## src/rtl/dimmer_pkg.sv

```systemverilog
package dimmer_pkg;
    // Channel count and level width
    localparam int          NUM_CH       = 12;
    localparam int          LVL_W        = 8;
    localparam logic [7:0]  LVL_FULL     = 8'hff;
    // Channel selector positions: 0..11 single, 12 all, 13..15 chases A..C
    localparam logic [3:0]  SEL_ALL      = 4'hc;
    localparam logic [3:0]  SEL_CHASE_A  = 4'hd;
    localparam logic [3:0]  SEL_CHASE_B  = 4'he;
    localparam logic [3:0]  SEL_CHASE_C  = 4'hf;
    // Level knob positions: 0..10 tenths, 11..14 ramps 1..4
    localparam logic [3:0]  KNOB_FULL    = 4'ha;
    localparam logic [3:0]  KNOB_RAMP0   = 4'hb;
    localparam logic [3:0]  KNOB_RAMP3   = 4'he;
    // Latch enable bit position within the configuration switch bank
    localparam int          SW_LATCH_BIT = 6;
    // Chase B has four groups of three channels
    localparam int          CHASE_B_STEPS = 4;
    // Temperature thresholds in degrees
    localparam logic [7:0]  TEMP_TRIP    = 8'd105;
    localparam logic [7:0]  TEMP_CLEAR   = 8'd80;
    localparam logic [7:0]  TEMP_FAN_LO  = 8'd40;
    // Tick of the ramp and chase timebase: 1 ms at 200 MHz
    localparam int          CLK_MHZ      = 200;
    localparam int          TICK_US      = 1000;
    localparam int          TICK_CYC     = TICK_US * CLK_MHZ;
    // Breaker double-flash frame in ticks and its two on windows
    localparam logic [9:0]  FLASH_FRAME  = 10'h3e7;
    localparam logic [9:0]  FLASH_ON1    = 10'h064;
    localparam logic [9:0]  FLASH_ON2    = 10'h12c;
    localparam logic [9:0]  FLASH_LEN    = 10'h064;
endpackage

```

## src/rtl/dimmer_local_control.sv

```systemverilog
`timescale 1ns/100ps
`default_nettype none
module dimmer_local_control
    import dimmer_pkg::*;
#(
    parameter int TICK_CYCLES = TICK_CYC
) (
    // Clock and reset
    input  wire logic               core_clk,
    input  wire logic               rst_n,
    // Front panel knobs and switches
    input  wire logic [3:0]         chan_select,
    input  wire logic [3:0]         level_knob,
    input  wire logic [7:0]         config_sw,
    // Heat sink temperatures in degrees
    input  wire logic [7:0]         sink0_temp,
    input  wire logic [7:0]         sink1_temp,
    // Breaker trip sense per channel
    input  wire logic [NUM_CH-1:0]  branch_breaker_trip,
    // Channel drive levels, flattened
    output var  logic [NUM_CH*8-1:0] chan_level,
    // Channel indicator LEDs
    output var  logic [NUM_CH-1:0]  chan_led,
    // Monitoring outputs
    output var  logic               overtemp_relay,
    output var  logic               fan0_pwm,
    output var  logic               fan1_pwm
);
    import dimmer_pkg::*;

    // Synchronised panel inputs
    logic [3:0]        sel_s;
    logic [3:0]        knob_s;
    logic [7:0]        sw_s;
    logic [7:0]        t0_s;
    logic [7:0]        t1_s;
    logic [NUM_CH-1:0] brk_s;

    dimmer_sync #(.W(44)) u_sync (
        .core_clk (core_clk),
        .rst_n    (rst_n),
        .async_in ({chan_select, level_knob, config_sw, sink0_temp, sink1_temp,
                    branch_breaker_trip}),
        .sync_out ({sel_s, knob_s, sw_s, t0_s, t1_s, brk_s})
    );

    // Per-sink fans
    dimmer_fan u_fan0 (.core_clk(core_clk), .rst_n(rst_n), .temp(t0_s), .fan_pwm(fan0_pwm));
    dimmer_fan u_fan1 (.core_clk(core_clk), .rst_n(rst_n), .temp(t1_s), .fan_pwm(fan1_pwm));

    // Timebase state
    logic [31:0]       tick_cnt_q;   // Cycles toward next tick
    logic [31:0]       tick_cnt_d;
    logic              tick;         // One-cycle tick pulse
    logic [9:0]        flash_q;      // Double-flash frame phase
    logic [9:0]        flash_d;

    // Ramp and chase state
    logic [LVL_W-1:0]  ramp_q;       // Ramp fade level
    logic [LVL_W-1:0]  ramp_d;
    logic [7:0]        ramp_div_q;   // Ticks since last ramp step
    logic [7:0]        ramp_div_d;
    logic [7:0]        ramp_period;  // Ticks per ramp step
    logic [3:0]        step_q;       // Chase step index
    logic [3:0]        step_d;
    logic [9:0]        chase_div_q;  // Ticks since last chase step
    logic [9:0]        chase_div_d;
    logic [9:0]        chase_period; // Ticks per chase step
    logic [7:0]        sweep_q;      // Chase speed sweep for ramp positions
    logic [7:0]        sweep_d;
    logic [11:0]       lfsr_q;       // Random source for chase C
    logic [11:0]       lfsr_d;
    logic [3:0]        rand_ch_q;    // Randomly chosen channel
    logic [3:0]        rand_ch_d;

    // Scene and protection state
    logic [LVL_W-1:0]  scene_q [NUM_CH];  // Latched scene, volatile
    logic [LVL_W-1:0]  scene_d [NUM_CH];
    logic              ot_q;             // Over-temperature condition
    logic              ot_d;

    // Knob decode
    logic              knob_ramp;        // Knob on a ramp position
    logic [LVL_W-1:0]  knob_level;       // Dialled level
    logic              latch_on;
    logic              chase_on;
    logic [LVL_W-1:0]  lvl_d [NUM_CH];
    logic [NUM_CH-1:0] led_d;
    logic [NUM_CH-1:0] chase_mask;
    logic              flash_lit;

    // Tick generator and double-flash phase
    always_comb begin
        tick       = (tick_cnt_q == 32'(TICK_CYCLES - 1));
        tick_cnt_d = tick ? 32'h0 : tick_cnt_q + 32'h1;
        flash_d    = flash_q;
        if (tick) begin
            flash_d = (flash_q == FLASH_FRAME) ? 10'h000 : flash_q + 10'h001;
        end
        flash_lit = ((flash_q >= FLASH_ON1) && (flash_q < FLASH_ON1 + FLASH_LEN)) ||
                    ((flash_q >= FLASH_ON2) && (flash_q < FLASH_ON2 + FLASH_LEN));
    end

    always_ff @(posedge core_clk or negedge rst_n) begin
        if (!rst_n) begin
            tick_cnt_q <= '0;
            flash_q    <= '0;
        end else begin
            tick_cnt_q <= tick_cnt_d;
            flash_q    <= flash_d;
        end
    end

    // Knob decode: tenths scaled to 0..255, ramps select a fade speed
    always_comb begin
        knob_ramp  = (level_knob_ramp(knob_s));
        knob_level = knob_ramp ? 8'h00
                   : (knob_s >= KNOB_FULL) ? LVL_FULL
                   : 8'((12'(knob_s) * 12'd255) / 12'd10);
        ramp_period = 8'h02 << 2'(knob_s - KNOB_RAMP0);
        latch_on   = sw_s[SW_LATCH_BIT];
        chase_on   = (sel_s >= SEL_CHASE_A);
    end

    // True on any of the four ramp positions
    function automatic logic level_knob_ramp(input logic [3:0] k);
        level_knob_ramp = (k >= KNOB_RAMP0) && (k <= KNOB_RAMP3);
    endfunction

    // Ramp fade and chase sequencing
    always_comb begin
        ramp_d      = ramp_q;
        ramp_div_d  = ramp_div_q;
        step_d      = step_q;
        chase_div_d = chase_div_q;
        sweep_d     = sweep_q;
        lfsr_d      = {lfsr_q[10:0], lfsr_q[11] ^ lfsr_q[10] ^ lfsr_q[9] ^ lfsr_q[3]};
        rand_ch_d   = rand_ch_q;
        // Slow ramp: longer step period at higher ramp positions
        if (!knob_ramp) begin
            ramp_d     = 8'h00;
            ramp_div_d = 8'h00;
        end else if (tick) begin
            if (ramp_div_q >= ramp_period) begin
                ramp_div_d = 8'h00;
                ramp_d     = (ramp_q == LVL_FULL) ? 8'h00 : ramp_q + 8'h01;
                if (knob_ramp && chase_on) begin
                    sweep_d = (sweep_q == 8'hff) ? 8'h00 : sweep_q + 8'h01;
                end
            end else begin
                ramp_div_d = ramp_div_q + 8'h01;
            end
        end
        // Chase period: knob sets speed, ramp positions sweep it
        if (knob_ramp) begin
            chase_period = 10'h3ff - {sweep_q, 2'b00};
        end else begin
            chase_period = 10'h3ff - {2'b00, knob_level};
        end
        if (!chase_on) begin
            step_d      = 4'h0;
            chase_div_d = 10'h000;
        end else if ((sel_s == SEL_CHASE_B) && (step_q >= 4'(CHASE_B_STEPS))) begin
            // Entering the short pattern from a longer one: restart at group one
            step_d      = 4'h0;
        end else if (tick) begin
            if (chase_div_q >= chase_period) begin
                chase_div_d = 10'h000;
                if (sel_s == SEL_CHASE_B) begin
                    step_d = (step_q >= 4'(CHASE_B_STEPS - 1)) ? 4'h0 : step_q + 4'h1;
                end else begin
                    step_d = (step_q >= 4'(NUM_CH - 1)) ? 4'h0 : step_q + 4'h1;
                end
                // Pick a fresh random channel in range
                rand_ch_d = (lfsr_q[3:0] >= 4'(NUM_CH)) ? lfsr_q[3:0] - 4'(NUM_CH)
                                                        : lfsr_q[3:0];
            end else begin
                chase_div_d = chase_div_q + 10'h001;
            end
        end
    end

    always_ff @(posedge core_clk or negedge rst_n) begin
        if (!rst_n) begin
            ramp_q      <= '0;
            ramp_div_q  <= '0;
            step_q      <= '0;
            chase_div_q <= '0;
            sweep_q     <= '0;
            lfsr_q      <= 12'h001;
            rand_ch_q   <= '0;
        end else begin
            ramp_q      <= ramp_d;
            ramp_div_q  <= ramp_div_d;
            step_q      <= step_d;
            chase_div_q <= chase_div_d;
            sweep_q     <= sweep_d;
            lfsr_q      <= lfsr_d;
            rand_ch_q   <= rand_ch_d;
        end
    end

    // Over-temperature with hysteresis
    always_comb begin
        ot_d = ot_q;
        if ((t0_s >= TEMP_TRIP) || (t1_s >= TEMP_TRIP)) begin
            ot_d = 1'b1;
        end else if ((t0_s <= TEMP_CLEAR) && (t1_s <= TEMP_CLEAR)) begin
            ot_d = 1'b0;
        end
    end

    // Per-channel level, scene and LED logic
    genvar gi;
    generate
        for (gi = 0; gi < NUM_CH; gi++) begin : g_ch
            logic [LVL_W-1:0] live;   // Level of this channel from knobs
            logic             hit;    // Selector addresses this channel
            always_comb begin
                hit  = (sel_s == 4'(gi)) || (sel_s == SEL_ALL);
                live = knob_ramp ? ramp_q : knob_level;
                // Scene updates only for the selected channel
                scene_d[gi] = scene_q[gi];
                if (latch_on && !chase_on && hit) begin
                    scene_d[gi] = live;
                end
                // Chase mask for this channel
                unique case (sel_s)
                    SEL_CHASE_A: chase_mask[gi] = (step_q == 4'(gi));
                    SEL_CHASE_B: chase_mask[gi] = (step_q == 4'(gi / 3));
                    SEL_CHASE_C: chase_mask[gi] = (rand_ch_q == 4'(gi));
                    default:     chase_mask[gi] = 1'b0;
                endcase
                if (ot_q) begin
                    lvl_d[gi] = 8'h00;
                end else if (chase_on) begin
                    lvl_d[gi] = chase_mask[gi] ? LVL_FULL : 8'h00;
                end else if (latch_on) begin
                    lvl_d[gi] = scene_q[gi];
                end else if (hit) begin
                    lvl_d[gi] = live;
                end else begin
                    lvl_d[gi] = 8'h00;
                end
                // LED: double flash on trip, else mimic drive level
                if (brk_s[gi]) begin
                    led_d[gi] = flash_lit;
                end else begin
                    led_d[gi] = (lvl_d[gi] > flash_q[9:2]);
                end
            end
            // Volatile scene store: cleared only by rst_n reset
            always_ff @(posedge core_clk or negedge rst_n) begin
                if (!rst_n) begin
                    scene_q[gi] <= '0;
                end else begin
                    scene_q[gi] <= scene_d[gi];
                end
            end
            // Registered drive output
            always_ff @(posedge core_clk or negedge rst_n) begin
                if (!rst_n) begin
                    chan_level[gi*8 +: 8] <= '0;
                    chan_led[gi]          <= 1'b0;
                end else begin
                    chan_level[gi*8 +: 8] <= lvl_d[gi];
                    chan_led[gi]          <= led_d[gi];
                end
            end
        end
    endgenerate

    // Protection state and relay
    always_ff @(posedge core_clk or negedge rst_n) begin
        if (!rst_n) begin
            ot_q           <= 1'b0;
            overtemp_relay <= 1'b0;
        end else begin
            ot_q           <= ot_d;
            overtemp_relay <= ot_d;
        end
    end

    // Assertions
    // Protection checks
    ot_blank_a: assert property (@(posedge core_clk) disable iff (!rst_n)
        ot_q |=> (chan_level == '0))
        else $error("output live during over-temperature");
    relay_follow_a: assert property (@(posedge core_clk) disable iff (!rst_n)
        overtemp_relay == ot_q)
        else $error("relay differs from condition");
    trip_set_a: assert property (@(posedge core_clk) disable iff (!rst_n)
        (t0_s >= TEMP_TRIP) |=> ot_q)
        else $error("no trip at threshold");
    hold_hyst_a: assert property (@(posedge core_clk) disable iff (!rst_n)
        (ot_q && (t0_s > TEMP_CLEAR)) |=> ot_q)
        else $error("cleared above recovery");

    // Manual, ramp, scene and breaker LED checks
    latch_off_a: assert property (@(posedge core_clk) disable iff (!rst_n)
        (!latch_on && !chase_on && !ot_q && (sel_s == 4'h0)) |=> (chan_level[95:88] == 8'h00))
        else $error("unselected channel driven");
    all_chan_a: assert property (@(posedge core_clk) disable iff (!rst_n)
        ((sel_s == SEL_ALL) && !ot_q && !latch_on && !knob_ramp)
            |=> (chan_level[95:88] == $past(knob_level)))
        else $error("all position missed last channel");
    ramp_snap_a: assert property (@(posedge core_clk) disable iff (!rst_n)
        (knob_ramp && tick && (ramp_div_q >= ramp_period) && (ramp_q == LVL_FULL))
            |=> (ramp_q == 8'h00))
        else $error("ramp did not snap to zero");
    scene_keep_a: assert property (@(posedge core_clk) disable iff (!rst_n)
        (!latch_on) |=> $stable(scene_q[0]))
        else $error("scene changed while latch off");
    scene_led_a: assert property (@(posedge core_clk) disable iff (!rst_n)
        (latch_on && !chase_on && !ot_q && !brk_s[0] && (scene_q[0] == LVL_FULL))
            |=> chan_led[0])
        else $error("full scene channel LED dark");
    flash_led_a: assert property (@(posedge core_clk) disable iff (!rst_n)
        brk_s[0] |=> (chan_led[0] == $past(flash_lit)))
        else $error("tripped channel LED off pattern");

    // Chase checks
    chase_a_one_a: assert property (@(posedge core_clk) disable iff (!rst_n)
        (sel_s == SEL_CHASE_A) |-> ($countones(chase_mask) == 1))
        else $error("chase A not one channel");
    chase_b_grp_a: assert property (@(posedge core_clk) disable iff (!rst_n)
        ((sel_s == SEL_CHASE_B) && ($past(sel_s) == SEL_CHASE_B))
            |-> ($countones(chase_mask) == 3))
        else $error("chase B group size");
    chase_c_one_a: assert property (@(posedge core_clk) disable iff (!rst_n)
        (sel_s == SEL_CHASE_C) |-> ($countones(chase_mask) == 1))
        else $error("chase C not one channel");
    sweep_wrap_a: assert property (@(posedge core_clk) disable iff (!rst_n)
        (knob_ramp && chase_on && tick && (ramp_div_q >= ramp_period) && (sweep_q == 8'hff))
            |=> (sweep_q == 8'h00))
        else $error("chase sweep did not wrap");
endmodule
`default_nettype wire

```

## src/rtl/dimmer_sync.sv

```systemverilog
`timescale 1ns/100ps
`default_nettype none
// Two-flop synchroniser for a bundle of pin levels
module dimmer_sync #(
    parameter int W = 1
) (
    // Clock and reset
    input  wire logic         core_clk,
    input  wire logic         rst_n,
    // Data
    input  wire logic [W-1:0] async_in,
    output var  logic [W-1:0] sync_out
);
    logic [W-1:0] meta_q;     // First stage, read only by second
    logic [W-1:0] meta_d;
    logic [W-1:0] sync_d;

    // Next values
    always_comb begin
        meta_d = async_in;
        sync_d = meta_q;
    end

    // Register both stages
    always_ff @(posedge core_clk or negedge rst_n) begin
        if (!rst_n) begin
            meta_q   <= '0;
            sync_out <= '0;
        end else begin
            meta_q   <= meta_d;
            sync_out <= sync_d;
        end
    end
endmodule
`default_nettype wire

```

## src/rtl/dimmer_fan.sv

```systemverilog
`timescale 1ns/100ps
`default_nettype none
// Fan PWM for one heat sink: duty rises with temperature
module dimmer_fan
    import dimmer_pkg::*;
(
    // Clock and reset
    input  wire logic       core_clk,
    input  wire logic       rst_n,
    // Heat sink temperature, synchronised
    input  wire logic [7:0] temp,
    // Fan drive
    output var  logic       fan_pwm
);
    logic [7:0] cnt_q;        // PWM phase
    logic [7:0] cnt_d;
    logic [7:0] duty;         // Duty from temperature
    logic       pwm_d;

    // Duty grows linearly above the low threshold
    always_comb begin
        cnt_d = cnt_q + 8'h01;
        if (temp <= TEMP_FAN_LO) begin
            duty = 8'h20;
        end else if (temp >= TEMP_TRIP) begin
            duty = 8'hff;
        end else begin
            // Slope of three per degree keeps the sum below 8'hff, so no wrap
            duty = 8'h20 + 8'((temp - TEMP_FAN_LO) * 8'd3);
        end
        pwm_d = (cnt_q < duty);
    end

    // Register phase and output
    always_ff @(posedge core_clk or negedge rst_n) begin
        if (!rst_n) begin
            cnt_q   <= '0;
            fan_pwm <= 1'b0;
        end else begin
            cnt_q   <= cnt_d;
            fan_pwm <= pwm_d;
        end
    end
endmodule
`default_nettype wire

```

## config.mk

```make
export PLATFORM = sky130hd
export DESIGN_NAME = dimmer_local_control
export DESIGN_NICKNAME = d
export VERILOG_FILES = /design/src/rtl/dimmer_pkg.sv /design/src/rtl/dimmer_local_control.sv /design/src/rtl/dimmer_sync.sv /design/src/rtl/dimmer_fan.sv
export SDC_FILE = /design/constraint.sdc
export NUM_CORES = 1
export LEC_CHECK = 0
export ABC_AREA = 1
export ABC_CLOCK_PERIOD_IN_PS = 7000
export BUFFER_PORTS_ARGS = -buffer_cell sky130_fd_sc_hd__buf_2
export CELL_PAD_IN_SITES_DETAIL_PLACEMENT = 0
export CELL_PAD_IN_SITES_GLOBAL_PLACEMENT = 1
export CORE_MARGIN = 5
export CORE_UTILIZATION = 42
export DETAILED_ROUTE_END_ITERATION = 16
export MAX_ROUTING_LAYER = met4
export PLACE_DENSITY_LB_ADDON = 0.1
export RECOVER_POWER = 25
export SLEW_MARGIN = 10
export SYNTH_ARGS = -nofsm -noshare
export SYNTH_HDL_FRONTEND = slang
export SYNTH_HIERARCHICAL = 1
export SYNTH_SLANG_ARGS = --single-unit
```

## constraint.sdc

```tcl
create_clock -name core_clk -period 7 [get_ports core_clk]
set_clock_uncertainty 0.2 [all_clocks]
set_input_delay 0.35 -clock core_clk [delete_from_list [all_inputs] [get_ports core_clk]]
set_output_delay 0.35 -clock core_clk [all_outputs]
set_load 0.02 [all_outputs]
```

Word level (Yosys, flattened, before mapping)
Index checks and enable logic that the tools add are counted.
{ "classes": {"addsub": 17, "mul": 3, "div_mod_pow": 1, "magnitude_cmp": 34, "eq_ne": 47, "shift": 1, "muxes": 116, "bitwise_logic": 4, "reduce_logical": 44} }
{ "ops": {"columns": ["cell", "count"], "rows": [
  ["8-bit two-way mux", 75],
  ["8-bit greater-than comparator", 12],
  ["4-bit == test (second input constant)", 16],
  ["10-bit two-way mux", 6],
  ["4-bit by 3-bit == test with 1-bit output (second input constant)", 12],
  ["8-bit by 1-bit adder with 8-bit output (second input constant)", 5],
  ["1-bit case mux with 3 select lines", 11],
  ["32-bit by 1-bit adder with 32-bit output (second input constant)", 1],
  ["32-bit by 18-bit == test with 1-bit output (second input constant)", 1],
  ["32-bit two-way mux", 1],
  ["4-bit two-way mux", 8],
  ["4-bit by 2-bit == test with 1-bit output (second input constant)", 6],
  ["10-bit by 1-bit adder with 10-bit output (second input constant)", 2],
  ["4-bit greater-or-equal comparator (second input constant)", 5],
  ["1-bit logical AND", 19],
  ["6-bit by 8-bit adder with 8-bit output (first input constant)", 2],
  ["8-bit == test (second input constant)", 2],
  ["8-bit by 7-bit greater-or-equal comparator with 1-bit output (second input constant)", 2],
  ["8-bit by 6-bit <= comparator with 1-bit output (second input constant)", 2],
  ["8-bit by 7-bit <= comparator with 1-bit output (second input constant)", 2],
  ["8-bit < comparator", 2],
  ["8-bit by 2-bit multiplier with 8-bit output (second input constant)", 2],
  ["8-bit by 6-bit subtractor with 8-bit output (second input constant)", 2],
  ["1-bit logical OR", 14],
  ["other kinds (33)", 57]
]} }
{ "totals": {"reg_bits": 407, "input_bits": 46, "output_inout_bits": 111, "elab_cells": 319} }

Depth between registers and ports, before layout
{ "depth": {"word_depth": 11, "mapped_depth": 65, "depth_no_buf": 65} }

Hierarchy
The synthesis kept the hierarchy.
{ "modules_own_cells": {"columns": ["mod", "instances", "cells_each", "area_per_inst_um2", "seq_area_each_um2"], "rows": [
  ["dimmer_local_control", 1, 2110, 17264.1, 7533.5],
  ["dimmer_sync", 1, 88, 2202.1, 2202.1],
  ["dimmer_fan", 2, 139, 1063.5, 225.2]
]} }

Least setup slack after synthesis
OpenSTA, ideal clock, no wires.
{ "synth_timing": {"path_kind": "flip-flop to flip-flop", "from": "register u_sync.sync_out[37]", "to": "register chase_div_q[5]", "setup_ns": 0.101, "arrival_ns": 6.784, "t_required_ns": 6.699, "slack_ns": -0.085, "stages_incl_launch_ff": 54, "path_buffers": 0, "period_less_slack_ns": 7.085, "cell_sequence": "dfrtp_1 fa_1 fa_1 inv_1 fa_1 nand3b_1 nand2_1 nand3_1 nand3_1 nand2_2 clkinv_1 nand2_1 o211ai_1 nand3_1 nand2_2 nand2_2 nand2_1 nand3_2 [18 not listed] nand2_1 nand2_2 nand2_1 nand2_1 ha_1 inv_1 a21boi_0 o21a_1 o21a_1 o21ai_0 nand2_1 a21oi_1 o21ai_0 a21oi_1 o21bai_1 nor2_1 nand2_1 o32ai_1"} }
{ "synth_between": {"elab_chain_len": 11, "elab_cells_between_ends": 15, "cone_classes": "add/sub: 1; mul: 1; div: 1; order compare: 4; mux: 7; reduce/logical: 1"} }
{ "synth_lines": {"columns": ["element", "line_no", "source"], "rows": [
  ["from (decl)", "dimmer_sync.sv:12", "output var logic [W-1:0] sync_out"],
  ["from (signal assigned)", "dimmer_sync.sv:31", "sync_out <= sync_d;"],
  ["4-bit by 8-bit multiplier with 12-bit output", "dimmer_local_control.sv:119", ": 8'((12'(knob_s) * 12'd255) / 12'd10);"],
  ["12-bit by 4-bit divider with 12-bit output", "dimmer_local_control.sv:119", null],
  ["8-bit two-way mux", "dimmer_local_control.sv:118", ": (knob_s >= KNOB_FULL) ? LVL_FULL"],
  ["8-bit two-way mux", "dimmer_local_control.sv:117", "knob_level = knob_ramp ? 8'h00"],
  ["1-bit by 9-bit subtractor with 10-bit output", "dimmer_local_control.sv:158", "chase_period = 10'h3ff - {2'b00, knob_level};"],
  ["10-bit two-way mux (*)", "dimmer_local_control.sv:155", "if (knob_ramp) begin"],
  ["10-bit greater-or-equal comparator (*)", "dimmer_local_control.sv:167", "if (chase_div_q >= chase_period) begin"],
  ["10-bit two-way mux (*)", "dimmer_local_control.sv:167", null],
  ["10-bit two-way mux (*)", "dimmer_local_control.sv:166", "end else if (tick) begin"],
  ["10-bit two-way mux (*)", "dimmer_local_control.sv:163", "end else if ((sel_s == SEL_CHASE_B) && (step_q >= 4'(CHASE_B_STEPS))) begin"],
  ["10-bit two-way mux (*)", "dimmer_local_control.sv:160", "if (!chase_on) begin"],
  ["to (signal assigned)", "dimmer_local_control.sv:196", "chase_div_q <= chase_div_d;"],
  ["to (decl)", "dimmer_local_control.sv:66", "logic [9:0] chase_div_q;"]
]} }
Every way passes the cells marked *; elsewhere a longest branch is shown, timed or not. The select of a mux whose other input is x is not followed.
A chain may end at the register's enable or synchronous reset.

Worst setup path in the final report
{ "layout_timing": {"from": "register u_sync.sync_out[37]", "to": "register chase_div_q[3]"} }
The elaborated chain is that of the path after synthesis.

==> impl_metrics.toml <==
[timing]
final_critical_path_setup_slack_ns = -0.3903
period_minus_slack_ns = 7.390
tightest_slew_ns = 3.030
setup_violations = 33
max_clock_freq_ghz = 0.1353
tns_ns = -9.209
timing.final.crit_share_pct = 105.6
maxSlewHeadroom_pct = -102.0
rsz_0062_raised_after_global_routing = "yes"
timing_hold_violations_final = 0
maxSlewViolCount = 118

[die]
num_io_pins = 157
chipWidth_um = 234.9
dieHeight_um = 234.9
starting_density_pct = 42.43
die-area_um2 = 55180
rows = 82
core_area_um2 = 50070

[power_and_ir_drop]
combinationalPowerShare_pct = 52.4
vdd_ir_drop_max_mv = 0.6517
clock_power_share_pct = 23.4
p_leak_uw = 0.01353
switchingPower_uw = 4564
totalPowerFinal_uw = 11340
seq_pwr_share_pct = 24.3
intPower_uw = 6773
power.switching_fraction_pct = 40.26
p_per_area_nw_per_um2 = 418.4

[cells_and_area]
layout.cells.most_common = "dfrtp_1"
insertedDiodeCount = 0
most-common-layout-cells = "390 x dfrtp_1, 383 x nand2_1, 289 x a21oi_1, 285 x inv_1, 172 x ha_1"
finalInstanceArea_um2 = 27100
fraction_of_final_layout_cells_sized_beyond_drive_strength_1_pct = 23.72
area_delta_synth_final_pct = 27.57
number_of_nets_in_the_layout = 3050
fillerInstances = 4677

[outcome]
violated_checks = "capacitance limit, slew limit, setup timing"
status = "complete, but fails checks"

[setup_path]
critical_path.slowest_cell = "fa_1"
critical_path.max_fanout = 6
crit_path_frequent_cell = "nand2_4"
critPathKind = "register to register"
startpoint_type_of_the_worst_setup_path = "register"
cp-end-kind = "register"
cp_data_required_time_ns = 7.29
worst-endpoint-arrival_ns = 7.68
max_stage_delay_ns = 0.58

[global_route]
grt.total_usage_pct = 22.49
overflow = 0
antenna_violations_before_repair = 0
grt_start_max_net_pins = 151
grt_pass1_wl_um = 98300
first_global_vias = 17840

[cts]
clock_insertion_delay_worst_skew_ns = 0.58
path_clk_slew_ns = 0.06
cts-root-buf = "clkbuf_16"
cts_buffers = 47
cts.sinks = 393
cts_tree = "built"
cts_htree_levels = 2
clock_buffer_depth = 3

[logic_synthesis]
ys_warn_count = 6
postSynthAreaPerCell_um2 = 8.628
synth_cells = 2462
syn_nets = 2702
syn_area_um2 = 21240

[job]
cap_violations = 1

[detailed_routing]
avgViaCountPerCell = 5.167
detailroute.via_count = 18180
drcViolationCount = 0
dr.first_iter.drc_count = 1203
drt-total-wl_um = 62140
drt_pre_antenna_iters = 5
drtAntennaViolNets = 0
wl_per_cell_um = 17.66

[place]
final_replace_weighted_congestion = 0.8599
placed_area_um2 = 23270
port_buffer_cells = 149
hpwlAfterDp_um = 41410
pre_cts_slack_ns = -0.7344

[hold_path]
hold_class = "register to register"
==> worst max-delay path: cells and delay by family (launching register included) <==
kind	cells	cell delay [ns]
and+or+nand+nor	33	2.97
DFF	1	0.42
buffers and inverters	6	0.54
AOI/OAI and AO/OA	12	1.43
adders and majority gates	4	1.74
==> final cells by class <==
type / instances / area (µm²) / area share (%)
clock buffer: 58 / 1300 / 4.797
clock inverter: 27 / 395.4 / 1.459
inverter: 320 / 1216 / 4.488
multi-input combinational: 1687 / 10940 / 40.36
sequential: 393 / 9841 / 36.31
tap: 672 / 840.8 / 3.103
timing repair buffer: 361 / 2567 / 9.475
==> through the flow <==
| stage | cells | utilization (%) | hold WS [ns] |
|---|---|---|---|
| after floorplan | 2462 | - | -0.1456 |
| after global placement | 3306 | 46.49 | 0.1327 |
| after detailed placement | 3306 | 46.49 | 0.1347 |
| after CTS | 3505 | 52.85 | 0.1485 |
| after global routing | 3518 | 54.12 | 0.1490 |
| final | 3518 | 54.12 | 0.1459 |
==> path summary, 6_finish.rpt <==
kind                                          start  slack [ns]                   to  cells after the start
max in group asynchronous                     rst_n        3.13  u_sync/sync_out[34]                      3
min in group asynchronous                     rst_n        1.08  u_sync/sync_out[12]                      2
worst max register to register  u_sync/sync_out[37]       -0.39       chase_div_q[3]                     55
worst min register to register    u_sync/meta_q[25]        0.15  u_sync/sync_out[25]                      0
worst min-delay path              u_sync/meta_q[25]        0.15  u_sync/sync_out[25]                      0
worst max-delay path            u_sync/sync_out[37]       -0.39       chase_div_q[3]                     55
==> registers in the layout (all words and copies together), names as in the netlist <==
name / cells
chan_led: 12
chan_level: 96
chase_div_q: 10
flash_q: 10
lfsr_q: 12
ot_q: 1
ramp_div_q: 8
ramp_q: 8
rand_ch_q: 4
scene_q: 96
step_q: 4
sweep_q: 8
tick_cnt_q: 32
u_fan0/cnt_q: 8
u_fan0/fan_pwm: 1
u_fan1/cnt_q: 8
u_fan1/fan_pwm: 1
u_sync/meta_q: 37
u_sync/sync_out: 37
==> what timing repair did <==
item                                    CTS  global route
resized for setup                       157           122
endpoints found under the hold margin   152             0
pin swaps                                78            73
hold buffers                             38             0
endpoints found under the setup margin   29            64
buffers inserted                         84            13
==> power by group through the flow <==
stage,clock network [µW],logic (µW),registers [µW]
finish,2650,5940,2750
global route,2810,6400,2780
CTS,2720,5090,2740
detailed placement,0,4140,2780
global placement,0,4080,2770
floorplan,0,2440,2780
==> layer usage <==
| layer | track usage [%] | part of all wire, % | vias up |
|---|---|---|---|
| li1 | - | - | 8886 |
| met1 | 29.94 | 45 | 8815 |
| met2 | 36.31 | 47 | 377 |
| met3 | 3.377 | 4.2 | 101 |
| met4 | 6.087 | 2.9 | 0 |
| met5 | - | 0 | - |
(Power assumes the default switching activity.)
